[config.mk]
export PLATFORM = sky130hd
export DESIGN_NAME = sbmc_top
export DESIGN_NICKNAME = d
export VERILOG_FILES = /design/src/inc/sbmc_pkg.sv /design/src/rtl/sbmc_top.sv
export SDC_FILE = /design/constraint.sdc
export NUM_CORES = 1
export LEC_CHECK = 0
export BUFFER_PORTS_ARGS = -buffer_cell sky130_fd_sc_hd__buf_2
export CAP_MARGIN = 20
export CORE_UTILIZATION = 40
export CTS_CLUSTER_DIAMETER = 150
export DETAILED_ROUTE_END_ITERATION = 8
export GPL_TIMING_DRIVEN = 0
export SYNTH_ARGS = -nofsm -noshare
export SYNTH_HDL_FRONTEND = slang
export SYNTH_SLANG_ARGS = --single-unit
[constraint.sdc]
create_clock -name clk -period 3.9 [get_ports clk]
set_input_delay 0.585 -clock clk [delete_from_list [all_inputs] [get_ports clk]]
set_output_delay 0.585 -clock clk [all_outputs]
set_load 0.01 [all_outputs]
[src/inc/sbmc_pkg.sv]
// Constants and carrier types for the system bus master control block
`default_nettype none
package sbmc_pkg;
    // Timing
    localparam int CLK_MHZ       = 100;
    localparam int TRAP_MIN_NS   = 100;
    localparam int TRAP_MIN_CYC  = (TRAP_MIN_NS * CLK_MHZ + 999) / 1000;
    localparam int REF_KHZ       = 3000;
    localparam logic [7:0] REF_STEP = 8'(2 * REF_KHZ / 1000);
    localparam logic [7:0] REF_MOD  = 8'(CLK_MHZ);
    localparam logic [2:0] BUS_HALF_CYC = 3'h4;
    localparam logic [1:0] IO_RESET_OUT_N_MIN_REF = 2'h2;
    // Context switch vectors
    localparam logic [15:0] VEC_RESET_WP = 16'h0000;
    localparam logic [15:0] VEC_RESET_PC = 16'h0002;
    localparam logic [15:0] VEC_LOAD_WP  = 16'hfffc;
    localparam logic [15:0] VEC_LOAD_PC  = 16'hfffe;
    // Register byte offsets
    localparam logic [6:0] REG_CTRL     = 7'h00;
    localparam logic [6:0] REG_MASK     = 7'h04;
    localparam logic [6:0] REG_STATUS   = 7'h08;
    localparam logic [6:0] REG_MAP_BASE = 7'h40;
    // Field positions
    localparam int CTRL_MAP_ON    = 0;
    localparam int CTRL_ACC_ON    = 1;
    localparam int CTRL_RST_INSTR = 2;
    localparam int CTRL_LOAD      = 3;
    localparam int MASK_LSB       = 12;
    localparam int STAT_GRANT     = 0;
    localparam int STAT_INT       = 1;
    localparam int STAT_LVL_LSB   = 4;
    localparam int STAT_IO_RESET_OUT_N     = 8;
    localparam int STAT_LINE_LSB  = 16;
    // Reset values
    localparam logic       MAP_ON_RESET = 1'b0;
    localparam logic       ACC_ON_RESET = 1'b0;
    localparam logic [3:0] MASK_RESET   = 4'h0;
    localparam logic [7:0] PAGE_RESET   = 8'h00;
    // Bus cycle states, Gray along idle-cycle-idle and idle-grant-idle
    typedef enum logic [1:0] {
        ST_IDLE  = 2'b00,
        ST_CYC   = 2'b01,
        ST_GRANT = 2'b10
    } sbmc_state_t;
    // Memory request from the processor core
    typedef struct packed {
        logic        read;
        logic        fetch;
        logic        ack_wait;
        logic [15:0] addr;
    } sbmc_mreq_t;
    // Context switch vector pair
    typedef struct packed {
        logic [15:0] wp;
        logic [15:0] pc;
    } sbmc_ctx_t;
endpackage
`default_nettype wire

[src/rtl/sbmc_top.sv]
// System bus master control: arbitration, strobes, interrupts, resets, mapper
`timescale 1ns/1ps
`default_nettype none
module sbmc_top
    import sbmc_pkg::*;
(
    // Clock and reset
    input  wire logic        clk,
    input  wire logic        rst,
    // Avalon-MM slave
    input  wire logic [6:0]  avs_address,
    input  wire logic        avs_read,
    input  wire logic        avs_write,
    input  wire logic [31:0] avs_writedata,
    input  wire logic [3:0]  avs_byteenable,
    output logic      [31:0] avs_readdata,
    output logic             avs_waitrequest,
    // Processor core side
    input  wire logic        cpu_mem_valid,
    input  wire sbmc_mreq_t  cpu_mem_req,
    output logic             cpu_mem_done,
    input  wire logic        cpu_reset_instr,
    input  wire logic        cpu_load_req,
    output logic             cpu_reset,
    output logic             cpu_int_req,
    output logic      [3:0]  cpu_int_level,
    output logic             cpu_nmi_trap,
    output logic             ctx_valid,
    output sbmc_ctx_t        ctx_vector,
    // System bus pins
    input  wire logic        bus_request_n,
    output logic             bus_grant,
    output logic             bus_oe_n,
    output logic             instruction_fetch_flag,
    input  wire logic [14:0] interrupt_level_n,
    output logic             io_reset_out_n,
    input  wire logic        power_on_reset_n,
    input  wire logic        trap_request_n,
    output logic             mem_cycle_active_n,
    output logic             mem_access_active_n,
    output logic             read_direction,
    input  wire logic        ready,
    output logic      [15:0] mem_address,
    output logic      [3:0]  extended_address_lines,
    output logic             system_bus_clock_n,
    output logic             reference_timing_clock_n
);

    // Lowest level number among active lines wins
    function automatic logic [3:0] pri_enc(input logic [14:0] v);
        logic [3:0] lvl;
        lvl = 4'h0;
        for (int i = 14; i >= 0; i--) begin
            if (v[i]) begin
                lvl = 4'(i + 1);
            end
        end
        return lvl;
    endfunction

    // Input synchronisers: {bus_req, ready, por, trap, int}
    logic [18:0] sync1_ff;
    logic [18:0] sync2_ff;
    always_ff @(posedge clk) begin
        if (rst) begin
            sync1_ff <= '1;
            sync2_ff <= '1;
        end else begin
            sync1_ff <= {bus_request_n, ready, power_on_reset_n,
                         trap_request_n, interrupt_level_n};
            sync2_ff <= sync1_ff;
        end
    end
    logic        req_s;
    logic        rdy_s;
    logic        por_s;
    logic        trap_s;
    logic [14:0] int_s;
    assign req_s  = ~sync2_ff[18];
    assign rdy_s  = sync2_ff[17];
    assign por_s  = ~sync2_ff[16];
    assign trap_s = ~sync2_ff[15];
    assign int_s  = ~sync2_ff[14:0];
    assign cpu_reset = por_s;

    // Bus clock divider; strobes change with its rising edge
    logic [2:0] bdiv_ff;
    logic       system_bus_clock_n_ff;
    logic       bus_wrap;
    logic       bus_rise;
    assign bus_wrap = (bdiv_ff == BUS_HALF_CYC - 3'h1);
    assign bus_rise = bus_wrap && !system_bus_clock_n_ff;
    always_ff @(posedge clk) begin
        if (rst) begin
            bdiv_ff   <= 3'h0;
            system_bus_clock_n_ff <= 1'b0;
        end else if (bus_wrap) begin
            bdiv_ff   <= 3'h0;
            system_bus_clock_n_ff <= ~system_bus_clock_n_ff;
        end else begin
            bdiv_ff <= bdiv_ff + 3'h1;
        end
    end
    assign system_bus_clock_n = system_bus_clock_n_ff;

    // Fractional divider: exact 3 MHz average, one-cycle jitter
    logic [7:0] ref_acc_ff;
    logic [7:0] nxt_ref_acc;
    logic       reference_timing_clock_n_ff;
    logic       ref_tog;
    logic       ref_rise;
    assign nxt_ref_acc = ref_acc_ff + REF_STEP;
    assign ref_tog     = (nxt_ref_acc >= REF_MOD);
    assign ref_rise    = ref_tog && !reference_timing_clock_n_ff;
    always_ff @(posedge clk) begin
        if (rst) begin
            ref_acc_ff <= 8'h00;
            reference_timing_clock_n_ff  <= 1'b0;
        end else if (ref_tog) begin
            ref_acc_ff <= nxt_ref_acc - REF_MOD;
            reference_timing_clock_n_ff  <= ~reference_timing_clock_n_ff;
        end else begin
            ref_acc_ff <= nxt_ref_acc;
        end
    end
    assign reference_timing_clock_n = reference_timing_clock_n_ff;

    // Register file
    logic        map_on_ff;
    logic        acc_on_ff;
    logic [3:0]  mask_ff;
    logic [7:0]  page_ff [16];
    logic        ack_ff;
    logic        acc_ok;
    logic        wr_go;
    logic        sw_rst_instr;
    logic        sw_load;
    logic        is_map;
    assign avs_waitrequest = (avs_read || avs_write) && !ack_ff;
    assign wr_go  = avs_write && ack_ff;
    assign is_map = (avs_address[6] == REG_MAP_BASE[6]);
    assign acc_ok = (map_on_ff == acc_on_ff);
    assign sw_rst_instr = wr_go && avs_address == REG_CTRL
                          && avs_byteenable[0] && avs_writedata[CTRL_RST_INSTR];
    assign sw_load = wr_go && avs_address == REG_CTRL
                     && avs_byteenable[0] && avs_writedata[CTRL_LOAD];

    always_ff @(posedge clk) begin
        if (rst) begin
            ack_ff <= 1'b0;
        end else begin
            ack_ff <= (avs_read || avs_write) && !ack_ff;
        end
    end

    always_ff @(posedge clk) begin
        if (rst || por_s) begin
            map_on_ff <= MAP_ON_RESET;
            acc_on_ff <= ACC_ON_RESET;
            mask_ff   <= MASK_RESET;
        end else if (wr_go && avs_address == REG_CTRL && avs_byteenable[0]) begin
            map_on_ff <= avs_writedata[CTRL_MAP_ON];
            acc_on_ff <= avs_writedata[CTRL_ACC_ON];
        end else if (wr_go && avs_address == REG_MASK && avs_byteenable[1]) begin
            mask_ff <= avs_writedata[MASK_LSB +: 4];
        end
    end

    // Page registers; a page is 4 K bytes of the extended space
    always_ff @(posedge clk) begin
        if (rst || por_s) begin
            for (int i = 0; i < 16; i++) begin
                page_ff[i] <= PAGE_RESET;
            end
        end else if (wr_go && is_map && acc_ok && avs_byteenable[0]) begin
            page_ff[avs_address[5:2]] <= avs_writedata[7:0];
        end
    end

    // Interrupt priority and mask
    logic [14:0] int_en;
    logic [3:0]  int_lvl;
    always_comb begin
        for (int i = 0; i < 15; i++) begin
            int_en[i] = int_s[i] && (4'(i + 1) <= mask_ff);
        end
    end
    assign int_lvl = pri_enc(int_en);
    always_ff @(posedge clk) begin
        if (rst) begin
            cpu_int_req   <= 1'b0;
            cpu_int_level <= 4'h0;
        end else begin
            cpu_int_req   <= (int_lvl != 4'h0);
            cpu_int_level <= int_lvl;
        end
    end

    // Register read path
    logic [31:0] status_w;
    always_comb begin
        status_w = 32'h0000_0000;
        status_w[STAT_GRANT]             = bus_grant;
        status_w[STAT_INT]               = cpu_int_req;
        status_w[STAT_LVL_LSB +: 4]      = cpu_int_level;
        status_w[STAT_IO_RESET_OUT_N]             = !io_reset_out_n;
        status_w[STAT_LINE_LSB +: 15]    = int_s;
    end
    always_ff @(posedge clk) begin
        if (rst) begin
            avs_readdata <= 32'h0000_0000;
        end else if (avs_read && !ack_ff) begin
            avs_readdata <= 32'h0000_0000;
            if (is_map) begin
                if (acc_ok) begin
                    avs_readdata[7:0] <= page_ff[avs_address[5:2]];
                end
            end else begin
                case (avs_address)
                    REG_CTRL: begin
                        avs_readdata[CTRL_MAP_ON] <= map_on_ff;
                        avs_readdata[CTRL_ACC_ON] <= acc_on_ff;
                    end
                    REG_MASK:   avs_readdata[MASK_LSB +: 4] <= mask_ff;
                    REG_STATUS: avs_readdata <= status_w;
                    default:    avs_readdata <= 32'h0000_0000;
                endcase
            end
        end
    end

    // I/O reset stretch, counted in reference clock rising edges
    logic [1:0] io_reset_out_n_cnt_ff;
    logic       io_reset_out_n_src;
    assign io_reset_out_n_src = por_s || cpu_reset_instr || sw_rst_instr;
    always_ff @(posedge clk) begin
        if (rst) begin
            io_reset_out_n_cnt_ff   <= 2'h0;
            io_reset_out_n <= 1'b1;
        end else begin
            // One extra edge covers the partial first reference period
            if (io_reset_out_n_src) begin
                io_reset_out_n_cnt_ff <= IO_RESET_OUT_N_MIN_REF + 2'h1;
            end else if (ref_rise && io_reset_out_n_cnt_ff != 2'h0) begin
                io_reset_out_n_cnt_ff <= io_reset_out_n_cnt_ff - 2'h1;
            end
            io_reset_out_n <= !(io_reset_out_n_src || io_reset_out_n_cnt_ff != 2'h0);
        end
    end

    // Trap filter; a pulse shorter than the minimum is dropped
    logic [3:0] trap_cnt_ff;
    always_ff @(posedge clk) begin
        if (rst) begin
            trap_cnt_ff  <= 4'h0;
            cpu_nmi_trap <= 1'b0;
        end else begin
            cpu_nmi_trap <= 1'b0;
            if (!trap_s) begin
                trap_cnt_ff <= 4'h0;
            end else if (trap_cnt_ff != 4'(TRAP_MIN_CYC)) begin
                trap_cnt_ff  <= trap_cnt_ff + 4'h1;
                cpu_nmi_trap <= (trap_cnt_ff == 4'(TRAP_MIN_CYC - 1));
            end
        end
    end

    // Context switch vectors on power-on release or load
    logic por_d_ff;
    always_ff @(posedge clk) begin
        if (rst) begin
            por_d_ff   <= 1'b0;
            ctx_valid  <= 1'b0;
            ctx_vector <= '0;
        end else begin
            por_d_ff  <= por_s;
            ctx_valid <= 1'b0;
            if (por_d_ff && !por_s) begin
                ctx_valid  <= 1'b1;
                ctx_vector <= '{wp: VEC_RESET_WP, pc: VEC_RESET_PC};
            end else if (cpu_load_req || sw_load) begin
                ctx_valid  <= 1'b1;
                ctx_vector <= '{wp: VEC_LOAD_WP, pc: VEC_LOAD_PC};
            end
        end
    end

    // Bus cycle and arbitration
    sbmc_state_t state_ff;
    sbmc_mreq_t  cyc_req_ff;
    logic [19:0] phys;
    logic [7:0]  cur_page;
    assign cur_page = page_ff[cpu_mem_req.addr[15:12]];
    assign phys = map_on_ff ? {cur_page, cpu_mem_req.addr[11:0]}
                            : {4'h0, cpu_mem_req.addr};

    always_ff @(posedge clk) begin
        if (rst || por_s) begin
            state_ff               <= ST_IDLE;
            cyc_req_ff             <= '0;
            bus_grant              <= 1'b0;
            bus_oe_n               <= 1'b0;
            mem_cycle_active_n     <= 1'b1;
            mem_access_active_n    <= 1'b1;
            read_direction         <= 1'b0;
            instruction_fetch_flag <= 1'b0;
            mem_address            <= 16'h0000;
            extended_address_lines <= 4'h0;
            cpu_mem_done           <= 1'b0;
        end else begin
            cpu_mem_done <= 1'b0;
            case (state_ff)
                ST_IDLE: begin
                    if (bus_rise && req_s) begin
                        state_ff  <= ST_GRANT;
                        bus_grant <= 1'b1;
                        bus_oe_n  <= 1'b1;
                    end else if (bus_rise && cpu_mem_valid) begin
                        state_ff               <= ST_CYC;
                        cyc_req_ff             <= cpu_mem_req;
                        mem_cycle_active_n     <= 1'b0;
                        mem_access_active_n    <= 1'b0;
                        read_direction         <= cpu_mem_req.read;
                        instruction_fetch_flag <= cpu_mem_req.fetch;
                        mem_address            <= phys[15:0];
                        extended_address_lines <= phys[19:16];
                    end
                end
                ST_CYC: begin
                    // Ready is sampled synchronised, so a wait costs one bus clock
                    if (bus_rise && !(cyc_req_ff.ack_wait && !rdy_s)) begin
                        state_ff               <= ST_IDLE;
                        mem_cycle_active_n     <= 1'b1;
                        mem_access_active_n    <= 1'b1;
                        instruction_fetch_flag <= 1'b0;
                        cpu_mem_done           <= 1'b1;
                    end
                end
                ST_GRANT: begin
                    if (bus_rise && !req_s) begin
                        state_ff  <= ST_IDLE;
                        bus_grant <= 1'b0;
                        bus_oe_n  <= 1'b0;
                    end
                end
                default: state_ff <= ST_IDLE;
            endcase
        end
    end

    // Reference edges seen while I/O reset is low
    logic [2:0] ref_seen_ff;
    always_ff @(posedge clk) begin
        if (rst || io_reset_out_n) begin
            ref_seen_ff <= 3'h0;
        end else if (ref_rise && ref_seen_ff != 3'h7) begin
            ref_seen_ff <= ref_seen_ff + 3'h1;
        end
    end
endmodule // sbmc_top
`default_nettype wire

==> results of run 1 <==
-- cells in the final DEF, fill, tap and decap left out, types with 4 or more instances in the layout --
cell / Yosys / routed
buf_2: 9 / 170
and2_1: 130 / 130
dfxtp_1: 130 / 130
edfxtp_1: 128 / 128
nor2_1: 81 / 81
mux4_2: 58 / 58
clkbuf_1: 46 / 57
a21oi_1: 54 / 54
nand2_1: 52 / 52
buf_4: 39 / 47
nor3_1: 42 / 42
or2_2: 39 / 39
clkbuf_16: 0 / 29
o21ai_0: 30 / 28
mux2i_1: 24 / 24
inv_1: 18 / 18
nand2b_1: 12 / 12
nor2b_1: 11 / 11
mux4_1: 11 / 11
a211oi_1: 10 / 10
ha_1: 9 / 9
xor2_1: 7 / 7
buf_1: 7 / 7
nand3_1: 7 / 7
nor3b_1: 7 / 7
conb_1: 1 / 7
xnor2_1: 6 / 6
a22oi_1: 6 / 6
a2111oi_0: 6 / 6
mux2_2: 5 / 5
diode_2: 0 / 4
and3_1: 4 / 4
nor4_1: 4 / 4
a221oi_1: 4 / 4
a32o_1: 4 / 4
clkinv_2: 0 / 4
-- layout make-up --
class	count	area, um^2	share of cell area, %
buffer	103	568	3.90
inverter	18	67.6	0.464
clock inverter	9	67.6	0.464
clock buffer	43	800	5.49
sequential	258	6450	44.3
antenna	4	10.0	0.0688
multi-input combinational	676	5240	36.0
tap	390	488	3.35
timing repair buffer	169	866	5.95
-- sequential cells by signal, indices dropped and copies added (netlist names), 2 cells and up --
signal	count
page_ff	128
state_ff	2
cpu_int_level	4
ctx_vector	2
extended_address_lines	4
trap_cnt_ff	4
io_reset_out_n_cnt_ff	2
ref_acc_ff	7
bdiv_ff	3
avs_readdata	28
sync1_ff	19
sync2_ff	19
mem_address	16
mask_ff	4
-- power by group --
group          switching [uW]  internal [uW]
clock                    1060           1470
sequential               72.6           2950
combinational             361            286
-- synthesized netlist by cell type (4+ instances only) --
| master | number |
|---|---|
| edfxtp_1 | 128 |
| a221oi_1 | 4 |
| mux4_2 | 58 |
| o21ai_0 | 30 |
| dfxtp_1 | 130 |
| nor2_1 | 81 |
| and2_1 | 130 |
| xor2_1 | 7 |
| clkbuf_1 | 46 |
| nand3_1 | 7 |
| mux2_2 | 5 |
| nor4_1 | 4 |
| buf_1 | 7 |
| inv_1 | 18 |
| a32o_1 | 4 |
| xnor2_1 | 6 |
| a22oi_1 | 6 |
| nor3b_1 | 7 |
| nand2_1 | 52 |
| buf_2 | 9 |
| nor3_1 | 42 |
| a21oi_1 | 54 |
| and3_1 | 4 |
| nand2b_1 | 12 |
| buf_4 | 39 |
| or2_2 | 39 |
| mux2i_1 | 24 |
| ha_1 | 9 |
| mux4_1 | 11 |
| a2111oi_0 | 6 |
| nor2b_1 | 11 |
| a211oi_1 | 10 |
-- worst max path at each step --
stage | to | slack, ps | cells after the start
floorplan | page_ff[12][0] | 1420 | 5
global placement | page_ff[0][4] | 350 | 6
CTS | page_ff[5][1] | 1040 | 6
global route | page_ff[5][1] | 920 | 6
finish | page_ff[5][1] | 1030 | 6
detailed placement | page_ff[7][4] | 690 | 5
-- metal layers --
layer  GRT usage (%)  up-vias
li1                -     4188
met1            28.3     4323
met2            35.0      388
met3            4.65       84
met4            9.29        0
met5            1.44        -
-- logic make-up (layout without fill, tap and decap cells) --
logic type,count (synthesis),count (layout),share of synthesized area [%]
AND/OR/NAND/NOR,406,406,17.8
flip-flops,258,258,52.4
AO/OA/AOI/OAI,142,142,7.27
buffers and inverters,121,342,5.17
multiplexers,98,98,15.4
XOR/XNOR,13,13,0.925
adder cells (fa/ha/maj),10,10,0.997
other,1,11,0.0305
-- through the flow --
| step | hold WS [ps] | power [uW] | cell area [um^2] |
|---|---|---|---|
| 6_report | 219 | 6200 | 14600 |
| 5_1_grt | 221 | 6390 | 14600 |
| 4_1_cts | 200 | 6230 | 14500 |
| 3_5_place_dp | 399 | 3720 | 13700 |
| 3_3_place_gp | 400 | 3700 | 13600 |
| 2_1_floorplan | 389 | 3460 | 12300 |
-- critical path, cell delays in order, from the launching register on --
cell      delay, ps
dfxtp_1         440
and2b_1         320
nand4_1         180
or2_2           320
clkbuf_1        250
o21ai_0         770
buf_4           270
==> results.toml, run 1 <==
[detailed_routing]
route.detailed.drc = 0
wl_per_cell_um = 20.6
met3WireLength_mm = 2.67
drtIter0Drc = 743
top_layer = "met4"
routed_via_density = 5.38
wl_met2_mm = 15.8
drt_pass1_iterations = 7
drt-total-wl_mm = 34.4
antenna_left = 0
wirelength_met1_mm = 14.5
via_count = 8983

[synthesis]
yosysSeqAreaShare_pct = 52.4
avgSynthCellArea_um2 = 11.7
synth_cell_type_count = 64
netlist.top_cell.by_area = "edfxtp_1"
synthArstFlopShare_pct = 0
ys_ff_latch = 258
synth_ff_type = "dfxtp_1"
netlist.area_leader.share_pct = 31.2
synthesis.area_um2 = 12300
synth-edff-count = 128
syn_inst = 1049
synthTopCellsByArea = "edfxtp_1, dfxtp_1, mux4_2"
synth_warnings = 0

[setup_path]
startpoint = "sync2_ff[16]"
r2r-end = "page_ff[5][1]"
end_kind = "flip-flop"
reg2reg_depth = 6
r2r-start = "sync2_ff[16]"
arrival_ps = 3120
critPathRequiredTime_ps = 4150
path_class = "flip-flop to flip-flop"
path_max_fanout = 8
startpoint_type = "flip-flop"
r2r_slack_ps = 1030

[timing]
period_share_pct = 73.5
hold_violations = 0
tightest_slew_ps = 969
drv_slew = 0
period_needed_ps = 2870
slew_headroom_pct = 35.0
finalWorstSetupSlack_ps = 1030
setup_viol = 0
rsz0062_at_grt = "no"
fmax_mhz = 349
tns_ps = 0
fin_skew_ps = 25.4

[floorplanning]
die_x_um = 177
ios = 191
core_area_um2 = 30000
die_y_um = 177
start_util_pct = 41.1
dieArea_um2 = 31500
num_rows = 63

[pwr]
powerDensity_nw_per_um2 = 426
peakVddDrop_v = 0.000279
p_leak_uw = 0.00587

[global_route]
grt_pass1_wl_mm = 51.6
antenna_found_initial = 3
grt_max_degree = 30
track_usage_pct = 21.8
first_global_vias = 8708
overflow = 0

[placement]
gp_congestion = 0.895
dp_slack_ps = 694
dpl.cell_count = 1614
hpwlAfterDp_mm = 25.6
port_buffers = 155

[run]
maxCapViolCount = 0

[cells_and_area]
drive_gt1_share_pct = 28.4
postLayoutCoreUtil_pct = 48.6
area_growth_pct = 18.3
final_nets = 1351
fin_cells = 1670
fillers = 2736

[clock_tree]
cts_sinks = 258
root_buffer = "clkbuf_16"
clock_latency_ps = 560
post_cts_buffers = 0
htree_levels = 1
cts.clk_slew.worst_paths_ps = 60
cts.hold.buffers_added = 0
clk_path_buf_depth = 3
cts_resized = 0
numCtsBuffers = 28
cts_tree = "yes"

[worst_hold_path]
worstHoldStart = "power_on_reset_n"
worstHoldEndpoint = "sync1_ff[16]"
min_delay_path_depth = 2
worstHoldPathType = "primary input to flip-flop"

[outcome]
status = "finished clean"
Power figures use the tool's default switching activity.
==> inputs of run 2 (changes only) <==
==> constraint.sdc (replaced) <==
create_clock -name clk -period 2.45 [get_ports clk]
set_input_delay 0.3675 -clock clk [delete_from_list [all_inputs] [get_ports clk]]
set_output_delay 0.3675 -clock clk [all_outputs]
set_load 0.01 [all_outputs]
==> run 2 against run 1 <==
  * Design area is 1.4% higher
  * Non-clock buffer count rose by 4
  * Clock skew is 2.3 ps lower
  * Maximum frequency rose by 23%
  * Via count grew 0.60%
  * First-iteration DRC count decreased by 5.5%
  * Clock-buffer cell count unchanged
  * Largest cell class unchanged
==> results.toml, run 2 (same netlist as run 1, synthesis figures left out) <==
[run]
maxCapViolCount = 0

[setup_path]
path_class = "flip-flop to flip-flop"
end_kind = "flip-flop"
crit_slowest_cell = "o21ai_2"
crit_chain = "and2b_2 > nand4_1 > nor2_1 > nand2_1 > o21ai_2 > buf_2"
crit_buf_inv = 1
startpoint_type = "flip-flop"
path_max_fanout = 8
arrival_ps = 2570
critPathRequiredTime_ps = 2690
reg2reg_depth = 6
r2r_slack_ps = 120
crit_family = "simple AND/OR/NAND/NOR gates"
max_stage_delay_ps = 450
cp.depth = 6

[pwr]
p_total_uw = 9890
p_leak_uw = 0.00593
powerDensity_nw_per_um2 = 670
peakVddDrop_v = 0.000444

[cells_and_area]
top_register = "page_ff"
final_common_cell = "buf_2"
largest_reg_flops = 128
area_growth_pct = 19.9
drive_gt1_share_pct = 30.5
seq_area_um2 = 6450
layout_common_cells = "buf_2, and2_1, dfxtp_1"
fin_cells = 1673
design_area_um2 = 14800
fillers = 2716
reg_top3 = "page_ff (128), avs_readdata (28)"
multi_input_area_um2 = 5370
final_nets = 1355

[floorplanning]
ios = 191
die_x_um = 177
core_area_um2 = 30000
start_util_pct = 41.1
dieArea_um2 = 31500
die_y_um = 177
num_rows = 63

[timing]
slew_headroom_pct = 43.1
tightest_slew_ps = 853
drv_slew = 0
rsz0062_at_grt = "yes"
hold_violations = 0
fmax_mhz = 430
period_share_pct = 95.0
fin_skew_ps = 23.1
setup_viol = 0
period_needed_ps = 2330
tns_ps = 0

[detailed_routing]
drtIter0Drc = 702
antenna_left = 0
wl_per_cell_um = 20.6
via_count = 9037
drt-total-wl_mm = 34.5
drt_pass1_iterations = 5
route.detailed.drc = 0
routed_via_density = 5.40

[outcome]
status = "finished clean"

[worst_hold_path]
worstHoldPathType = "primary input to flip-flop"
min_delay_path_depth = 2

[clock_tree]
clk_path_buf_depth = 3
clock_latency_ps = 550
htree_levels = 1
cts.clk_slew.worst_paths_ps = 60
root_buffer = "clkbuf_16"
numCtsBuffers = 28
cts_sinks = 258
cts_tree = "yes"

[global_route]
grt_pass1_wl_mm = 52.0
overflow = 0
track_usage_pct = 22.0
antenna_found_initial = 3
first_global_vias = 8737
grt_max_degree = 30

[placement]
dpl.cell_count = 1614
port_buffers = 155
hpwlAfterDp_mm = 25.6
dpl_cell_area_um2 = 13700
gp_congestion = 0.895
## run 2: area by class of cell
| type | instances | share of cell area, % |
|---|---|---|
| Antenna cell | 3 | 0.0509 |
| Buffer | 101 | 3.86 |
| Clock buffer | 43 | 5.42 |
| Clock inverter | 9 | 0.458 |
| Inverter | 18 | 0.458 |
| Multi-Input combinational cell | 676 | 36.4 |
| Sequential cell | 258 | 43.7 |
| Tap cell | 390 | 3.31 |
| Timing Repair Buffer | 175 | 6.34 |
## run 2: power by group
group	internal [uW]	leakage [uW]	total, uW	switching, uW
logic	471	0.00309	1060	590
registers	4700	0.00241	4810	116
clock network	2340	0.000428	4020	1680
## run 2: final timing paths
path	startpoint	end
setup / recovery	sync2_ff[16]	page_ff[2][3]
setup reg to reg	sync2_ff[16]	page_ff[2][3]
hold / removal	interrupt_level_n[0]	sync1_ff[0]
hold reg to reg	sync1_ff[3]	sync2_ff[3]
## run 2: metal layers
layer,vias to the layer above,global-route usage (%),routed length (um)
met3,80,4.41,2590
met1,4376,28.6,14600
met2,389,35.7,16000
li1,4192,-,-
met4,0,8.80,1300
met5,-,0,0
## run 2: what timing repair did
item | in CTS | in global routing
endpoints found under the setup margin | 122 | 102
setup buffers | 0 | 1
endpoints found under the hold margin | 5 | 0
pin swaps | 1 | 0
gates resized for setup | 31 | 17
hold buffers | 5 | 0
## run 2: per-stage QoR
stage               hold WS, ps  util (%)  worst slack, ps
floorplan                   389         -              192
global placement            400      45.4             -883
detailed placement          399      45.7             -538
CTS                       0.101      49.0            -41.5
global route               3.65      49.3            -15.2
finish                     17.0      49.3              124
==> inputs of run 3 (changes only) <==
==> constraint.sdc (replaced) <==
create_clock -name clk -period 2.4 [get_ports clk]
set_input_delay 0.36 -clock clk [delete_from_list [all_inputs] [get_ports clk]]
set_output_delay 0.36 -clock clk [all_outputs]
set_load 0.01 [all_outputs]
==> run 3 against run 2 <==
  * Core utilization increased by 0.29 points
  * Design area increased by 0.59%
  * Largest cell class unchanged
  * Non-clock buffer count increased by 7
  * Sequential power increased by 2%
  * Final cell count increased by 0.42%
  * Critical path type unchanged
  * Clock-buffer cell count unchanged
  * Hold slack got worse by 4.9 ps
  * Sequential share of layout area decreased by 0.25 points
  * Global-route usage about the same
  * Clock power increased by 2%
  * First-iteration DRC count increased by 1.9%
==> results.toml, run 3 (same netlist as run 1, synthesis figures left out) <==
[outcome]
status = "finished clean"

[timing]
period_share_pct = 99.7
tightest_slew_ps = 902
rsz0062_at_grt = "yes"
fin_skew_ps = 24.4
fmax_mhz = 418
period_needed_ps = 2390
setup_viol = 0
slew_headroom_pct = 39.9
drv_slew = 0
hold_violations = 0

[setup_path]
startpoint_type = "flip-flop"
end_kind = "flip-flop"
arrival_ps = 2800
path_max_fanout = 10
critPathRequiredTime_ps = 2800
path_class = "flip-flop to flip-flop"

[clock_tree]
cts_tree = "yes"
htree_levels = 1
clock_latency_ps = 560
clk_path_buf_depth = 3
cts.clk_slew.worst_paths_ps = 60
cts_sinks = 258
numCtsBuffers = 28
root_buffer = "clkbuf_16"

[cells_and_area]
postLayoutCoreUtil_pct = 49.6
fillers = 2707
fin_cells = 1680
top_register = "page_ff"
largest_reg_flops = 128
reg_top3 = "page_ff (128), avs_readdata (28)"
final_nets = 1362
drive_gt1_share_pct = 30.8
layout_common_cells = "buf_2, and2_1, dfxtp_1, edfxtp_1, nor2_1"
area_growth_pct = 20.6
final_common_cell = "buf_2"

[pwr]
peakVddDrop_v = 0.000455
p_leak_uw = 0.00596
powerDensity_nw_per_um2 = 681

[detailed_routing]
drt-total-wl_mm = 34.5
drtIter0Drc = 715
drt_pass1_iterations = 5
top_layer = "met4"
wl_per_cell_um = 20.6
via_count = 9024
wirelength_met1_mm = 14.3
met3WireLength_mm = 2.85
route.detailed.drc = 0
routed_via_density = 5.37
antenna_left = 0
wl_met2_mm = 16.1

[global_route]
grt_pass1_wl_mm = 52.1
first_global_vias = 8752
track_usage_pct = 22.0
antenna_found_initial = 3
overflow = 0
grt_max_degree = 30

[run]
maxCapViolCount = 0

[placement]
port_buffers = 155
dpl.cell_count = 1614
gp_congestion = 0.895
hpwlAfterDp_mm = 25.6

[floorplanning]
dieArea_um2 = 31500
die_x_um = 177
die_y_um = 177
num_rows = 63
start_util_pct = 41.1
core_area_um2 = 30000
ios = 191

[worst_hold_path]
worstHoldPathType = "primary input to flip-flop"
run 3: cell types whose count changed in the layout (fill, tap and decap cells not counted), moves of 2 or more:
cell           change
dlygate4sd3_1      +6
nor2_1             -5
nor2_2             +5
o21ai_2            -5
o21ai_1            +3
clkbuf_1           -2
o21ai_4            +2
run 3: repair_timing:
action	in CTS	in global routing
endpoints found under the hold margin	11	0
buffers inserted	0	2
pin swaps	0	2
hold buffers	11	0
setup endpoints to repair	158	174
gates resized for setup	31	26
run 3: per-stage QoR:
step	TNS [ps]	power [uW]	setup WS [ps]	hold WS [ps]	area, um^2
6_report	0	10100	6.09	12.0	14800
5_1_grt	-3760	10400	-125	7.49	14800
4_1_cts	-2630	10100	-91.7	0.231	14700
3_5_place_dp	-68970	6050	-581	399	13700
3_3_place_gp	-115210	6020	-926	400	13600
2_1_floorplan	0	5620	150	389	12300
run 3: area by class of cell:
cell class	instances	area, um^2	area share (%)
timing repair buffer	182	1000	6.76
sequential	258	6450	43.4
multi-input combinational	676	5390	36.3
antenna	3	7.51	0.0506
tap	390	488	3.29
buffer	101	571	3.84
clock inverter	9	67.6	0.455
inverter	18	67.6	0.455
clock buffer	43	800	5.39
run 3: power breakdown:
group	internal (uW)	leakage, uW	total, uW	switching (uW)
Clock	2390	0.000428	4100	1710
Sequential	4790	0.00241	4910	119
Combinational	491	0.00312	1100	606
run 3: critical path: stages, from the launching register on:
cell and delay, ps:
dfxtp_1 330, xnor2_1 210, nand2_1 240, nor3_1 290, nand3_2 290, nor2_1 660, and2_1 220
run 3: worst paths after layout:
kind / slack [ps] / startpoint / end / depth (start not counted)
max: 6 / acc_on_ff / page_ff[3][3] / 6
min: 10 / interrupt_level_n[10] / sync1_ff[10] / 2
min reg2reg: 410 / sync1_ff[3] / sync2_ff[3] / 1
max reg2reg: 6 / acc_on_ff / page_ff[3][3] / 6
run 3: metal layers:
metal,up-vias,global-route usage (%)
met4,0,8.80
met5,-,0
met3,66,4.24
met2,406,35.8
met1,4348,28.8
li1,4204,-
